<file path="config.mk">
export PLATFORM = sky130hd
export DESIGN_NAME = ebps_sequencer
export DESIGN_NICKNAME = d
export VERILOG_FILES = /design/src/verilog/ebps_sequencer.v
export VERILOG_INCLUDE_DIRS = /design/src /design/src/verilog
export SDC_FILE = /design/constraint.sdc
export NUM_CORES = 1
export LEC_CHECK = 0
export ABC_CLOCK_PERIOD_IN_PS = 7900
export BUFFER_PORTS_ARGS = -buffer_cell sky130_fd_sc_hd__buf_2
export CELL_PAD_IN_SITES_DETAIL_PLACEMENT = 1
export CELL_PAD_IN_SITES_GLOBAL_PLACEMENT = 1
export CORE_UTILIZATION = 39
export CTS_BUF_LIST = sky130_fd_sc_hd__clkbuf_8
export CTS_CLUSTER_SIZE = 12
export DETAILED_ROUTE_END_ITERATION = 10
export PLACE_DENSITY = 0.67
export REMOVE_ABC_BUFFERS = 1
export SLEW_MARGIN = 0
export SYNTH_ARGS = -nofsm -noshare
export SYNTH_HDL_FRONTEND = slang
export SYNTH_SLANG_ARGS = --single-unit
</file>
<file path="constraint.sdc">
create_clock -name aclk -period 7.9 [get_ports aclk]
set_input_delay 1.58 -clock aclk [delete_from_list [all_inputs] [get_ports aclk]]
set_output_delay 1.58 -clock aclk [all_outputs]
set_load 0.01 [all_outputs]
</file>
<file path="src/verilog/ebps_defines.vh">
// constants for the expansion bus phase sequencer
`ifndef EBPS_DEFINES_VH
`define EBPS_DEFINES_VH
`define EBPS_OFF_TIMING0    6'h00
`define EBPS_OFF_TIMING7    6'h1C
`define EBPS_OFF_ACC_ADDR   6'h20
`define EBPS_OFF_ACC_WDATA  6'h24
`define EBPS_OFF_ACC_CTRL   6'h28
`define EBPS_OFF_STATUS     6'h2C
`define EBPS_F_CS_EN        31
`define EBPS_F_T1_HI        29
`define EBPS_F_T1_LO        28
`define EBPS_F_T2_HI        27
`define EBPS_F_T2_LO        26
`define EBPS_F_T3_HI        25
`define EBPS_F_T3_LO        22
`define EBPS_F_T4_HI        21
`define EBPS_F_T4_LO        20
`define EBPS_F_T5_HI        19
`define EBPS_F_T5_LO        16
`define EBPS_F_KIND_HI      15
`define EBPS_F_KIND_LO      14
`define EBPS_F_RDY_POL      5
`define EBPS_F_MUX_EN       4
`define EBPS_F_WR_EN        1
`define EBPS_KIND_STROBE_A  2'h0
`define EBPS_KIND_STROBE_B  2'h1
`define EBPS_KIND_HOST_PORT 2'h2
`define EBPS_RST_TIMING0    32'hBFFF3C40
`define EBPS_RST_TIMINGN    32'h00000000
`define EBPS_RESP_OKAY      2'h0
`define EBPS_RESP_SLVERR    2'h2
`endif

</file>
<file path="src/verilog/ebps_sequencer.v">
// expansion bus phase sequencer with axi4-lite register access
// Contract
// access runs address, setup, strobe, hold, recovery
// address phase 1 clock, 2 multiplexed
// address extension adds clocks, strobe drops early
// multiplexed: low address on data bus
// second address clock: write data or release
// software sets address extension two for host
// chip select through setup, strobe, hold
// setup extension adds one to three clocks
// software sets setup extension two for host
// strobe phase asserts read or write strobe
// strobe extension adds one to fifteen clocks
// software sets strobe extension one for host
// hold extension adds one to three clocks
// recovery extension adds one to fifteen clocks
// read wait stretches strobe, release enters hold
// wait ignored outside read strobe phase
// chip selects four-seven use own ready
// host mode drives half, register, chip select
// byte half low first, high second
// host mode ignores bits thirteen to ten
// register select encodes dsp port target
// dsp port auto-increments its address register
// cycle kind selects strobe style or host
// mode bit four selects multiplexed access
// ready polarity bit: clear low, set high
// zero extension adds nothing, n adds n
//
// Design decisions made here: register access over AXI4-Lite and the address map.
`timescale 1ns/1ps
`include "ebps_defines.vh"

module ebps_sequencer
(
  // clock and reset
  input  wire        aclk,
  input  wire        aresetn,
  // axi4-lite write
  input  wire [5:0]  s_axi_awaddr,
  input  wire        s_axi_awvalid,
  output reg         s_axi_awready,
  input  wire [31:0] s_axi_wdata,
  input  wire [3:0]  s_axi_wstrb,
  input  wire        s_axi_wvalid,
  output reg         s_axi_wready,
  output reg  [1:0]  s_axi_bresp,
  output reg         s_axi_bvalid,
  input  wire        s_axi_bready,
  // axi4-lite read
  input  wire [5:0]  s_axi_araddr,
  input  wire        s_axi_arvalid,
  output reg         s_axi_arready,
  output reg  [31:0] s_axi_rdata,
  output reg  [1:0]  s_axi_rresp,
  output reg         s_axi_rvalid,
  input  wire        s_axi_rready,
  // expansion bus pins
  output reg  [23:0] expansion_address,
  output reg  [15:0] data_out,
  output reg         data_oe,
  input  wire [15:0] data_in,
  output reg         address_latch_strobe,
  output reg  [7:0]  chip_select_n,
  output reg         read_strobe_n,
  output reg         write_strobe_n,
  output reg         data_strobe_n,
  output reg         read_not_write,
  input  wire        slow_device_wait_n,
  input  wire [3:0]  host_port_ready
);

  localparam [2:0] ST_IDLE  = 3'd0;
  localparam [2:0] ST_ADDR  = 3'd1;
  localparam [2:0] ST_SETUP = 3'd2;
  localparam [2:0] ST_STRB  = 3'd3;
  localparam [2:0] ST_HOLD  = 3'd4;
  localparam [2:0] ST_RECOV = 3'd5;

  reg  [31:0] timing_q [0:7];
  reg  [26:0] acc_addr_q;
  reg  [15:0] acc_wdata_q;
  reg  [15:0] rdata_q;
  reg         busy_q;
  reg         err_q;
  reg         wr_q;
  reg  [2:0]  cs_q;
  reg  [2:0]  st_q;
  reg  [3:0]  cnt_q;
  reg         half_q;
  reg         waited_q;
  reg  [2:0]  cap_q;
  reg         cap_half_q;
  reg  [15:0] din_s1_q;
  reg  [15:0] din_s2_q;
  reg  [4:0]  in_s1_q;
  reg  [4:0]  in_s2_q;
  reg         aw_held_q;
  reg         w_held_q;
  reg  [5:0]  awaddr_q;
  reg  [31:0] wdata_q;
  reg  [3:0]  wstrb_q;

  // decode of the active chip select's timing word
  wire [31:0] tim      = timing_q[cs_q];
  wire [1:0]  ext_t1   = tim[`EBPS_F_T1_HI:`EBPS_F_T1_LO];
  wire [1:0]  ext_t2   = tim[`EBPS_F_T2_HI:`EBPS_F_T2_LO];
  wire [3:0]  ext_t3   = tim[`EBPS_F_T3_HI:`EBPS_F_T3_LO];
  wire [1:0]  ext_t4   = tim[`EBPS_F_T4_HI:`EBPS_F_T4_LO];
  wire [3:0]  ext_t5   = tim[`EBPS_F_T5_HI:`EBPS_F_T5_LO];
  wire [1:0]  kind     = tim[`EBPS_F_KIND_HI:`EBPS_F_KIND_LO];
  wire        mux      = tim[`EBPS_F_MUX_EN];
  wire        host     = (kind == `EBPS_KIND_HOST_PORT);
  // bits 13:10 are never read, so host mode disregards them too
  wire        wait_act = ~in_s2_q[4];
  wire        rdy_raw  = in_s2_q[cs_q[1:0]];
  wire        rdy_ok   = tim[`EBPS_F_RDY_POL] ? rdy_raw : ~rdy_raw;
  wire        last     = (cnt_q == 4'h0);
  // a read sample still in flight counts as busy, so status never shows stale data
  wire        busy_any = busy_q | (|cap_q);

  // validity of a new request against the target's timing word
  wire [31:0] ntim     = timing_q[acc_addr_q[26:24]];
  wire [1:0]  nkind    = ntim[`EBPS_F_KIND_HI:`EBPS_F_KIND_LO];
  wire        nbad     = ~ntim[`EBPS_F_CS_EN] | (nkind == 2'h3) |
                         ((nkind == `EBPS_KIND_HOST_PORT) & ~acc_addr_q[26]);

  // axi write path
  wire        wr_fire  = aw_held_q & w_held_q & ~s_axi_bvalid;
  wire        wr_timing = (awaddr_q[5] == 1'b0);
  wire [2:0]  widx     = awaddr_q[4:2];
  wire        ctrl_hit = (awaddr_q == `EBPS_OFF_ACC_CTRL);
  wire        wr_known = wr_timing | (awaddr_q == `EBPS_OFF_ACC_ADDR) |
                         (awaddr_q == `EBPS_OFF_ACC_WDATA) | ctrl_hit |
                         (awaddr_q == `EBPS_OFF_STATUS);
  wire        start    = wr_fire & ctrl_hit & wstrb_q[0] & wdata_q[0] & ~busy_any;
  wire        req_wr   = wdata_q[1];
  wire        prot     = req_wr & ~ntim[`EBPS_F_WR_EN];

  function [31:0] merge;
    input [31:0] old;
    input [31:0] nw;
    input [3:0]  be;
    integer      i;
    begin
      merge = old;
      for (i = 0; i < 4; i = i + 1)
        if (be[i])
          merge[i*8 +: 8] = nw[i*8 +: 8];
    end
  endfunction

  always @(posedge aclk)
  begin
    if (!aresetn)
    begin
      aw_held_q     <= 1'b0;
      w_held_q      <= 1'b0;
      awaddr_q      <= 6'h00;
      wdata_q       <= 32'h00000000;
      wstrb_q       <= 4'h0;
      s_axi_awready <= 1'b0;
      s_axi_wready  <= 1'b0;
      s_axi_bvalid  <= 1'b0;
      s_axi_bresp   <= `EBPS_RESP_OKAY;
    end
    else
    begin
      s_axi_awready <= ~aw_held_q & ~(s_axi_awvalid & s_axi_awready);
      s_axi_wready  <= ~w_held_q & ~(s_axi_wvalid & s_axi_wready);
      if (s_axi_awvalid & s_axi_awready)
      begin
        aw_held_q <= 1'b1;
        awaddr_q  <= s_axi_awaddr;
      end
      if (s_axi_wvalid & s_axi_wready)
      begin
        w_held_q <= 1'b1;
        wdata_q  <= s_axi_wdata;
        wstrb_q  <= s_axi_wstrb;
      end
      if (wr_fire)
      begin
        aw_held_q    <= 1'b0;
        w_held_q     <= 1'b0;
        s_axi_bvalid <= 1'b1;
        s_axi_bresp  <= wr_known ? `EBPS_RESP_OKAY : `EBPS_RESP_SLVERR;
      end
      else if (s_axi_bvalid & s_axi_bready)
        s_axi_bvalid <= 1'b0;
    end
  end

  // timing words and access registers
  genvar g;
  generate
    for (g = 0; g < 8; g = g + 1)
    begin : g_timing
      always @(posedge aclk)
      begin
        if (!aresetn)
          timing_q[g] <= (g == 0) ? `EBPS_RST_TIMING0 : `EBPS_RST_TIMINGN;
        else if (wr_fire & wr_timing & (widx == g))
          timing_q[g] <= merge(timing_q[g], wdata_q, wstrb_q);
      end
    end
  endgenerate

  wire [31:0] acc_addr_m  = merge({5'h00, acc_addr_q}, wdata_q, wstrb_q);
  wire [31:0] acc_wdata_m = merge({16'h0000, acc_wdata_q}, wdata_q, wstrb_q);

  always @(posedge aclk)
  begin
    if (!aresetn)
    begin
      acc_addr_q  <= 27'h0000000;
      acc_wdata_q <= 16'h0000;
    end
    else if (wr_fire & ~busy_q)
    begin
      if (awaddr_q == `EBPS_OFF_ACC_ADDR)
        acc_addr_q <= acc_addr_m[26:0];
      if (awaddr_q == `EBPS_OFF_ACC_WDATA)
        acc_wdata_q <= acc_wdata_m[15:0];
    end
  end

  // axi read path
  reg [31:0] rd_mux;
  reg        rd_ok;
  always @*
  begin
    rd_mux = 32'h00000000;
    rd_ok  = 1'b1;
    if (s_axi_araddr[5] == 1'b0)
      rd_mux = timing_q[s_axi_araddr[4:2]];
    else if (s_axi_araddr == `EBPS_OFF_ACC_ADDR)
      rd_mux = {5'h00, acc_addr_q};
    else if (s_axi_araddr == `EBPS_OFF_ACC_WDATA)
      rd_mux = {16'h0000, acc_wdata_q};
    else if (s_axi_araddr == `EBPS_OFF_ACC_CTRL)
      rd_mux = {29'h00000000, wr_q, 2'h0};
    else if (s_axi_araddr == `EBPS_OFF_STATUS)
      rd_mux = {rdata_q, 13'h0000, st_q == ST_IDLE ? 1'b0 : 1'b1, err_q, busy_any};
    else
      rd_ok = 1'b0;
  end

  always @(posedge aclk)
  begin
    if (!aresetn)
    begin
      s_axi_arready <= 1'b0;
      s_axi_rvalid  <= 1'b0;
      s_axi_rdata   <= 32'h00000000;
      s_axi_rresp   <= `EBPS_RESP_OKAY;
    end
    else
    begin
      s_axi_arready <= ~s_axi_rvalid & ~(s_axi_arvalid & s_axi_arready);
      if (s_axi_arvalid & s_axi_arready)
      begin
        s_axi_rvalid <= 1'b1;
        s_axi_rdata  <= rd_mux;
        s_axi_rresp  <= rd_ok ? `EBPS_RESP_OKAY : `EBPS_RESP_SLVERR;
      end
      else if (s_axi_rvalid & s_axi_rready)
        s_axi_rvalid <= 1'b0;
    end
  end

  // pin synchronisers; first stage feeds only the second
  always @(posedge aclk)
  begin
    if (!aresetn)
    begin
      in_s1_q  <= 5'h1F;
      in_s2_q  <= 5'h1F;
      din_s1_q <= 16'h0000;
      din_s2_q <= 16'h0000;
    end
    else
    begin
      in_s1_q  <= {slow_device_wait_n, host_port_ready};
      in_s2_q  <= in_s1_q;
      din_s1_q <= data_in;
      din_s2_q <= din_s1_q;
    end
  end

  // phase sequencer
  always @(posedge aclk)
  begin
    if (!aresetn)
    begin
      st_q     <= ST_IDLE;
      cnt_q    <= 4'h0;
      busy_q   <= 1'b0;
      err_q    <= 1'b0;
      wr_q     <= 1'b0;
      cs_q     <= 3'h0;
      half_q   <= 1'b0;
      waited_q <= 1'b0;
      cap_q    <= 3'h0;
      cap_half_q <= 1'b0;
      rdata_q  <= 16'h0000;
    end
    else
    begin
      cap_q <= {cap_q[1:0], 1'b0};
      // pins lag state by one, so the last strobe pin clock is one after the
      // last strobe state clock; the sample lands two flops after that
      if (cap_q[2] & ~wr_q)
      begin
        if (host & cap_half_q)
          rdata_q[15:8] <= din_s2_q[7:0];
        else if (host)
          rdata_q[7:0] <= din_s2_q[7:0];
        else
          rdata_q <= din_s2_q;
      end
      case (st_q)
        ST_IDLE:
        begin
          if (start)
          begin
            err_q <= nbad | prot;
            if (!(nbad | prot))
            begin
              busy_q <= 1'b1;
              wr_q   <= req_wr;
              cs_q   <= acc_addr_q[26:24];
              half_q <= 1'b0;
              st_q   <= ST_ADDR;
              cnt_q  <= {2'h0, ntim[`EBPS_F_T1_HI:`EBPS_F_T1_LO]} +
                        {3'h0, ntim[`EBPS_F_MUX_EN]};
            end
          end
        end
        ST_ADDR:
          if (last)
          begin
            st_q  <= ST_SETUP;
            cnt_q <= {2'h0, ext_t2};
          end
          else
            cnt_q <= cnt_q - 4'h1;
        ST_SETUP:
          if (last)
          begin
            st_q     <= ST_STRB;
            cnt_q    <= ext_t3;
            waited_q <= 1'b0;
          end
          else
            cnt_q <= cnt_q - 4'h1;
        ST_STRB:
        begin
          if (!last)
            cnt_q <= cnt_q - 4'h1;
          if (!wr_q & !host & wait_act)
            waited_q <= 1'b1;
          // wait release ends strobe at once, whatever is left
          if ((!wr_q & !host & waited_q & !wait_act) ||
              (last & !(!wr_q & !host & wait_act) & (!host | rdy_ok)))
          begin
            st_q  <= ST_HOLD;
            cnt_q <= {2'h0, ext_t4};
            cap_q <= {cap_q[1:0], 1'b1};
            cap_half_q <= half_q;
          end
        end
        ST_HOLD:
          if (last)
          begin
            st_q  <= ST_RECOV;
            cnt_q <= ext_t5;
          end
          else
            cnt_q <= cnt_q - 4'h1;
        ST_RECOV:
          if (!last)
            cnt_q <= cnt_q - 4'h1;
          else if (host & !half_q)
          begin
            half_q <= 1'b1;
            st_q   <= ST_ADDR;
            cnt_q  <= {2'h0, ext_t1} + {3'h0, mux};
          end
          else
          begin
            st_q   <= ST_IDLE;
            busy_q <= 1'b0;
          end
        default:
          st_q <= ST_IDLE;
      endcase
    end
  end

  // pin drive, one clock behind the phase state
  wire        first_addr = (st_q == ST_ADDR) &
                           (cnt_q == ({2'h0, ext_t1} + {3'h0, mux}));
  wire        in_cycle   = (st_q != ST_IDLE) & (st_q != ST_RECOV);
  wire        strb_on    = (st_q == ST_STRB);
  wire [23:0] addr_pins  = host ? {acc_addr_q[23:22], acc_addr_q[21:3],
                                   acc_addr_q[2:1], half_q}
                                : acc_addr_q[23:0];
  wire [15:0] wbyte      = host ? {8'h00, half_q ? acc_wdata_q[15:8] : acc_wdata_q[7:0]}
                                : acc_wdata_q;

  always @(posedge aclk)
  begin
    if (!aresetn)
    begin
      expansion_address    <= 24'h000000;
      data_out             <= 16'h0000;
      data_oe              <= 1'b0;
      address_latch_strobe <= 1'b0;
      chip_select_n        <= 8'hFF;
      read_strobe_n        <= 1'b1;
      write_strobe_n       <= 1'b1;
      data_strobe_n        <= 1'b1;
      read_not_write       <= 1'b1;
    end
    else
    begin
      expansion_address <= in_cycle ? addr_pins : 24'h000000;
      // strobe held high all but the final address clock, never zero long
      address_latch_strobe <= (st_q == ST_ADDR) & (!last | first_addr);
      if (st_q == ST_ADDR && mux && first_addr)
      begin
        data_out <= addr_pins[15:0];
        data_oe  <= 1'b1;
      end
      else if (in_cycle & wr_q)
      begin
        data_out <= wbyte;
        data_oe  <= 1'b1;
      end
      else
      begin
        data_out <= 16'h0000;
        data_oe  <= 1'b0;
      end
      chip_select_n <= 8'hFF;
      if ((st_q == ST_SETUP) | strb_on | (st_q == ST_HOLD))
        chip_select_n[cs_q] <= 1'b0;
      read_strobe_n  <= ~(strb_on & !wr_q & (kind != `EBPS_KIND_STROBE_B));
      write_strobe_n <= ~(strb_on & wr_q & (kind != `EBPS_KIND_STROBE_B));
      data_strobe_n  <= ~(strb_on & (kind == `EBPS_KIND_STROBE_B));
      read_not_write <= ~(in_cycle & wr_q);
    end
  end

endmodule // ebps_sequencer

</file>
==> results.md <==
* Overall power at 0.00615 W
* H-tree Lvls at 3
* Synth Register Bits at 519
* Synth unique cells at 64
* Final hold slack at 415 ps
* First-pass detailed-route iteration total at 6
* Nets at 2199
* Antenna viol nets, final at 0
* Power Density at 235 mW/mm^2
* CP max FO at 13
* Final HPWL DP at 46600 um
* Largest family of logic cells by synthesized area: simple AND/OR/NAND/NOR gates
* Yosys warns at 0
* Cell area after synthesis at 0.0230 sq mm
* Largest net degree at the start of global routing at 88
* Simple-gate area share of the yosys netlist at 18.0%
* Syn Inst Count at 2012
* EDFF count, synth at about 260
* Post-CTS Hold Fix Bufs at 0
* Crit start category: register
* Clk buf depth at 3
* Die height at 245 um
* Sequential share of the synthesized area at 56.4%
* Clk sinks at 519
* Global-route wire length before repair at 107000 um
* Vias in the first global route at 17300
* Worst hold path type: register to register
* CP arrival at 4700 ps
* Core Region at 0.0579 sq mm
* Slew HR at 18.2%
* Clk slew on worst S/H paths at 60 ps
* Min Clock Period, post-route at just over 4000 ps
* Port Buf Inserts at 168
* Cell row count at 88
* # setup viols final at 0
* Compound-Gate Fraction of Synth Area at 7.53%
* Number of CTS-inserted buffers at approximately 90
* I/O pin cnt at 171
* Mux share of post-synthesis cell area at 14.0%
* Maximum vdd ir drop at 105 uV
* Initial core utilization at 39.7%
* Antenna violations before repair at 3
* FMAX at about 240 MHz
* Status: finished, final reports clean
* Slew at the pin closest to its max-slew limit at 1220 ps
* Clock insertion delay at the later pin of the skew report at roughly 680 ps
* Die Area at 0.0599 sq mm
* Final Skew at 25.1 ps
* Avg Vias per Cell at around 5.6
* Setup Buffers After CTS at 0
* Dpl cell area at 0.0243 sq mm
* Fin. Hold Viols at 0
* Share of layout cells above drive strength 1 at about 22%
* Design area at 0.0261 sq mm
* WS Path Type: register to register
* Routability Congestion at 0.853
* DIE WIDTH at ~240 um
* Global route total overflow at 0
* Post-cts gate resize count at 0
* Synth Area in Adders at 0.272%
* DR vias at 16700
* Average size of a mapped cell at 11.4 sq um
* Asr flop ratio synth at 0%
* Leakage at 10.4 nW
* Period utilization at 52.5%
* Xor/xnor share of the synthesized area at less than 1%
* Crit. End Element: register
* Setup WS post-layout at 3750 ps
* CTS tree: done
* Root buffer cell: clkbuf_8
* WL final at 69900 um
* Pre-CTS setup slack at 3220 ps
* CP Data Required Time at ~8500 ps
* GRT Util Overall at between 20% and 30%
* DRC at 0
* Wirelength per Cell at 23.6 um
* Top FF cell, synth: dfxtp_1
* Fin. max-slew vios at 0
* Layout area overhead at 13.8%
* Max_cap viols at 0
* DR iter-0 viols at 1380
* RSZ-0062 raised after global routing: no
* Final setup TNS at 0 ps
-- layer usage --
metal  track usage, %  share of wire [%]
met3             4.83                7.4
met1             32.9                 45
met4             6.91                2.0
met5                0                  0
met2             37.1                 46
-- where the power goes --
| group | switching, W | internal, W |
|---|---|---|
| clock | 0.00112 | 0.00135 |
| combinational | 0.000438 | 0.000233 |
| sequential | 0.0000986 | 0.00291 |
| total | 0.00165 | 0.00450 |
-- state kept, by name (all words and copies together), names as in the netlist, 24 cells and up, named ones only --
| signal | cells |
|---|---|
| acc_addr_q | 27 |
| expansion_address | 24 |
| s_axi_rdata | 32 |
| timing_q | 256 |
| wdata_q | 32 |
-- critical path, cell delays in order (launching register included) --
cell	delay, ps
dfxtp_2	660
mux4_1	640
mux2_2	330
ha_1	200
ha_1	340
xor2_1	160
nor4_1	260
and3_1	320
or2_0	510
nor2_1	340
a22o_1	260
-- cells by family (layout without fill, tap and decap cells) --
| kind of cell | after synthesis | after routing |
|---|---|---|
| buf+inv | 202 | 381 |
| xor+xnor | 7 | 7 |
| compound gates | 272 | 272 |
| fa+ha+maj | 5 | 5 |
| simple gates | 818 | 818 |
| mux | 188 | 188 |
| other cells | 1 | 3 |
| flops | 519 | 519 |
-- worst paths after layout --
path	start	endpoint	slack (ps)	cells past startpoint
setup / recovery	register	data_out[13]	3750	10
hold / removal	in_s1_q[2]	in_s2_q[2]	410	1
setup reg to reg	register	data_out[13]	3750	10
hold reg to reg	in_s1_q[2]	in_s2_q[2]	410	1
-- cell type report --
class                   instances  area [sq um]
diodes                          1          2.50
clock buffers                 110          1510
clock inverters                55           309
fillers                      6231         31800
inverters                      17          66.3
multi-input cells            1292          9250
flip-flops and latches        519         13000
well taps                     765           957
repair buffers                199          1080
-- synthesized netlist by cell type, drive strengths merged, types with 6 or more instances --
cell type / instances / area share [%]
a211oi: 33 / 1.1
a21oi: 129 / 2.8
a221oi: 27 / 1.0
a22o: 8 / 0.31
a22oi: 6 / 0.20
a311oi: 8 / 0.31
and2: 66 / 1.8
and3: 235 / 6.4
buf: 34 / 0.72
clkbuf: 151 / 2.5
dfxtp: 263 / 23
edfxtp: 256 / 33
inv: 17 / 0.28
mux2: 11 / 0.54
mux2i: 74 / 3.3
mux4: 103 / 10
nand2: 233 / 3.8
nand2b: 26 / 0.71
nand3: 64 / 1.4
nor2: 130 / 2.1
nor2b: 6 / 0.16
nor3: 16 / 0.35
o21ai: 27 / 0.59
or2: 22 / 0.60
xor2: 6 / 0.23
-- stage by stage --
| step | utilization (%) | cells |
|---|---|---|
| 3_3_place_gp | 42.0 | 2792 |
| 3_5_place_dp | 42.0 | 2792 |
| 5_1_grt | 45.1 | 2958 |
| 6_report | 45.1 | 2958 |
| 4_1_cts | 45.1 | 2957 |
| 2_1_floorplan | - | 1828 |
-- placed cells by master, fill, tap and decap left out, types with 6 or more instances in the layout --
master and instances:
nand2_1 232, o21ai_0 25, buf_4 32, and2_1 63, or2_2 21, a22o_1 8
nand2b_1 26, clkinv_1 9, clkinv_2 15, dfxtp_1 260, nor3_1 13, a22oi_1 6
nor2b_1 6, and3_1 235, buf_2 167, mux4_2 97, edfxtp_1 256, a311oi_1 8
clkbuf_8 110, inv_1 43, a21oi_1 128, a221oi_1 27, mux2i_1 72, xor2_1 6
a211oi_1 33, nand3_1 64, mux2_2 11, nor2_1 130, mux4_1 6
(Power assumes the default switching activity.)
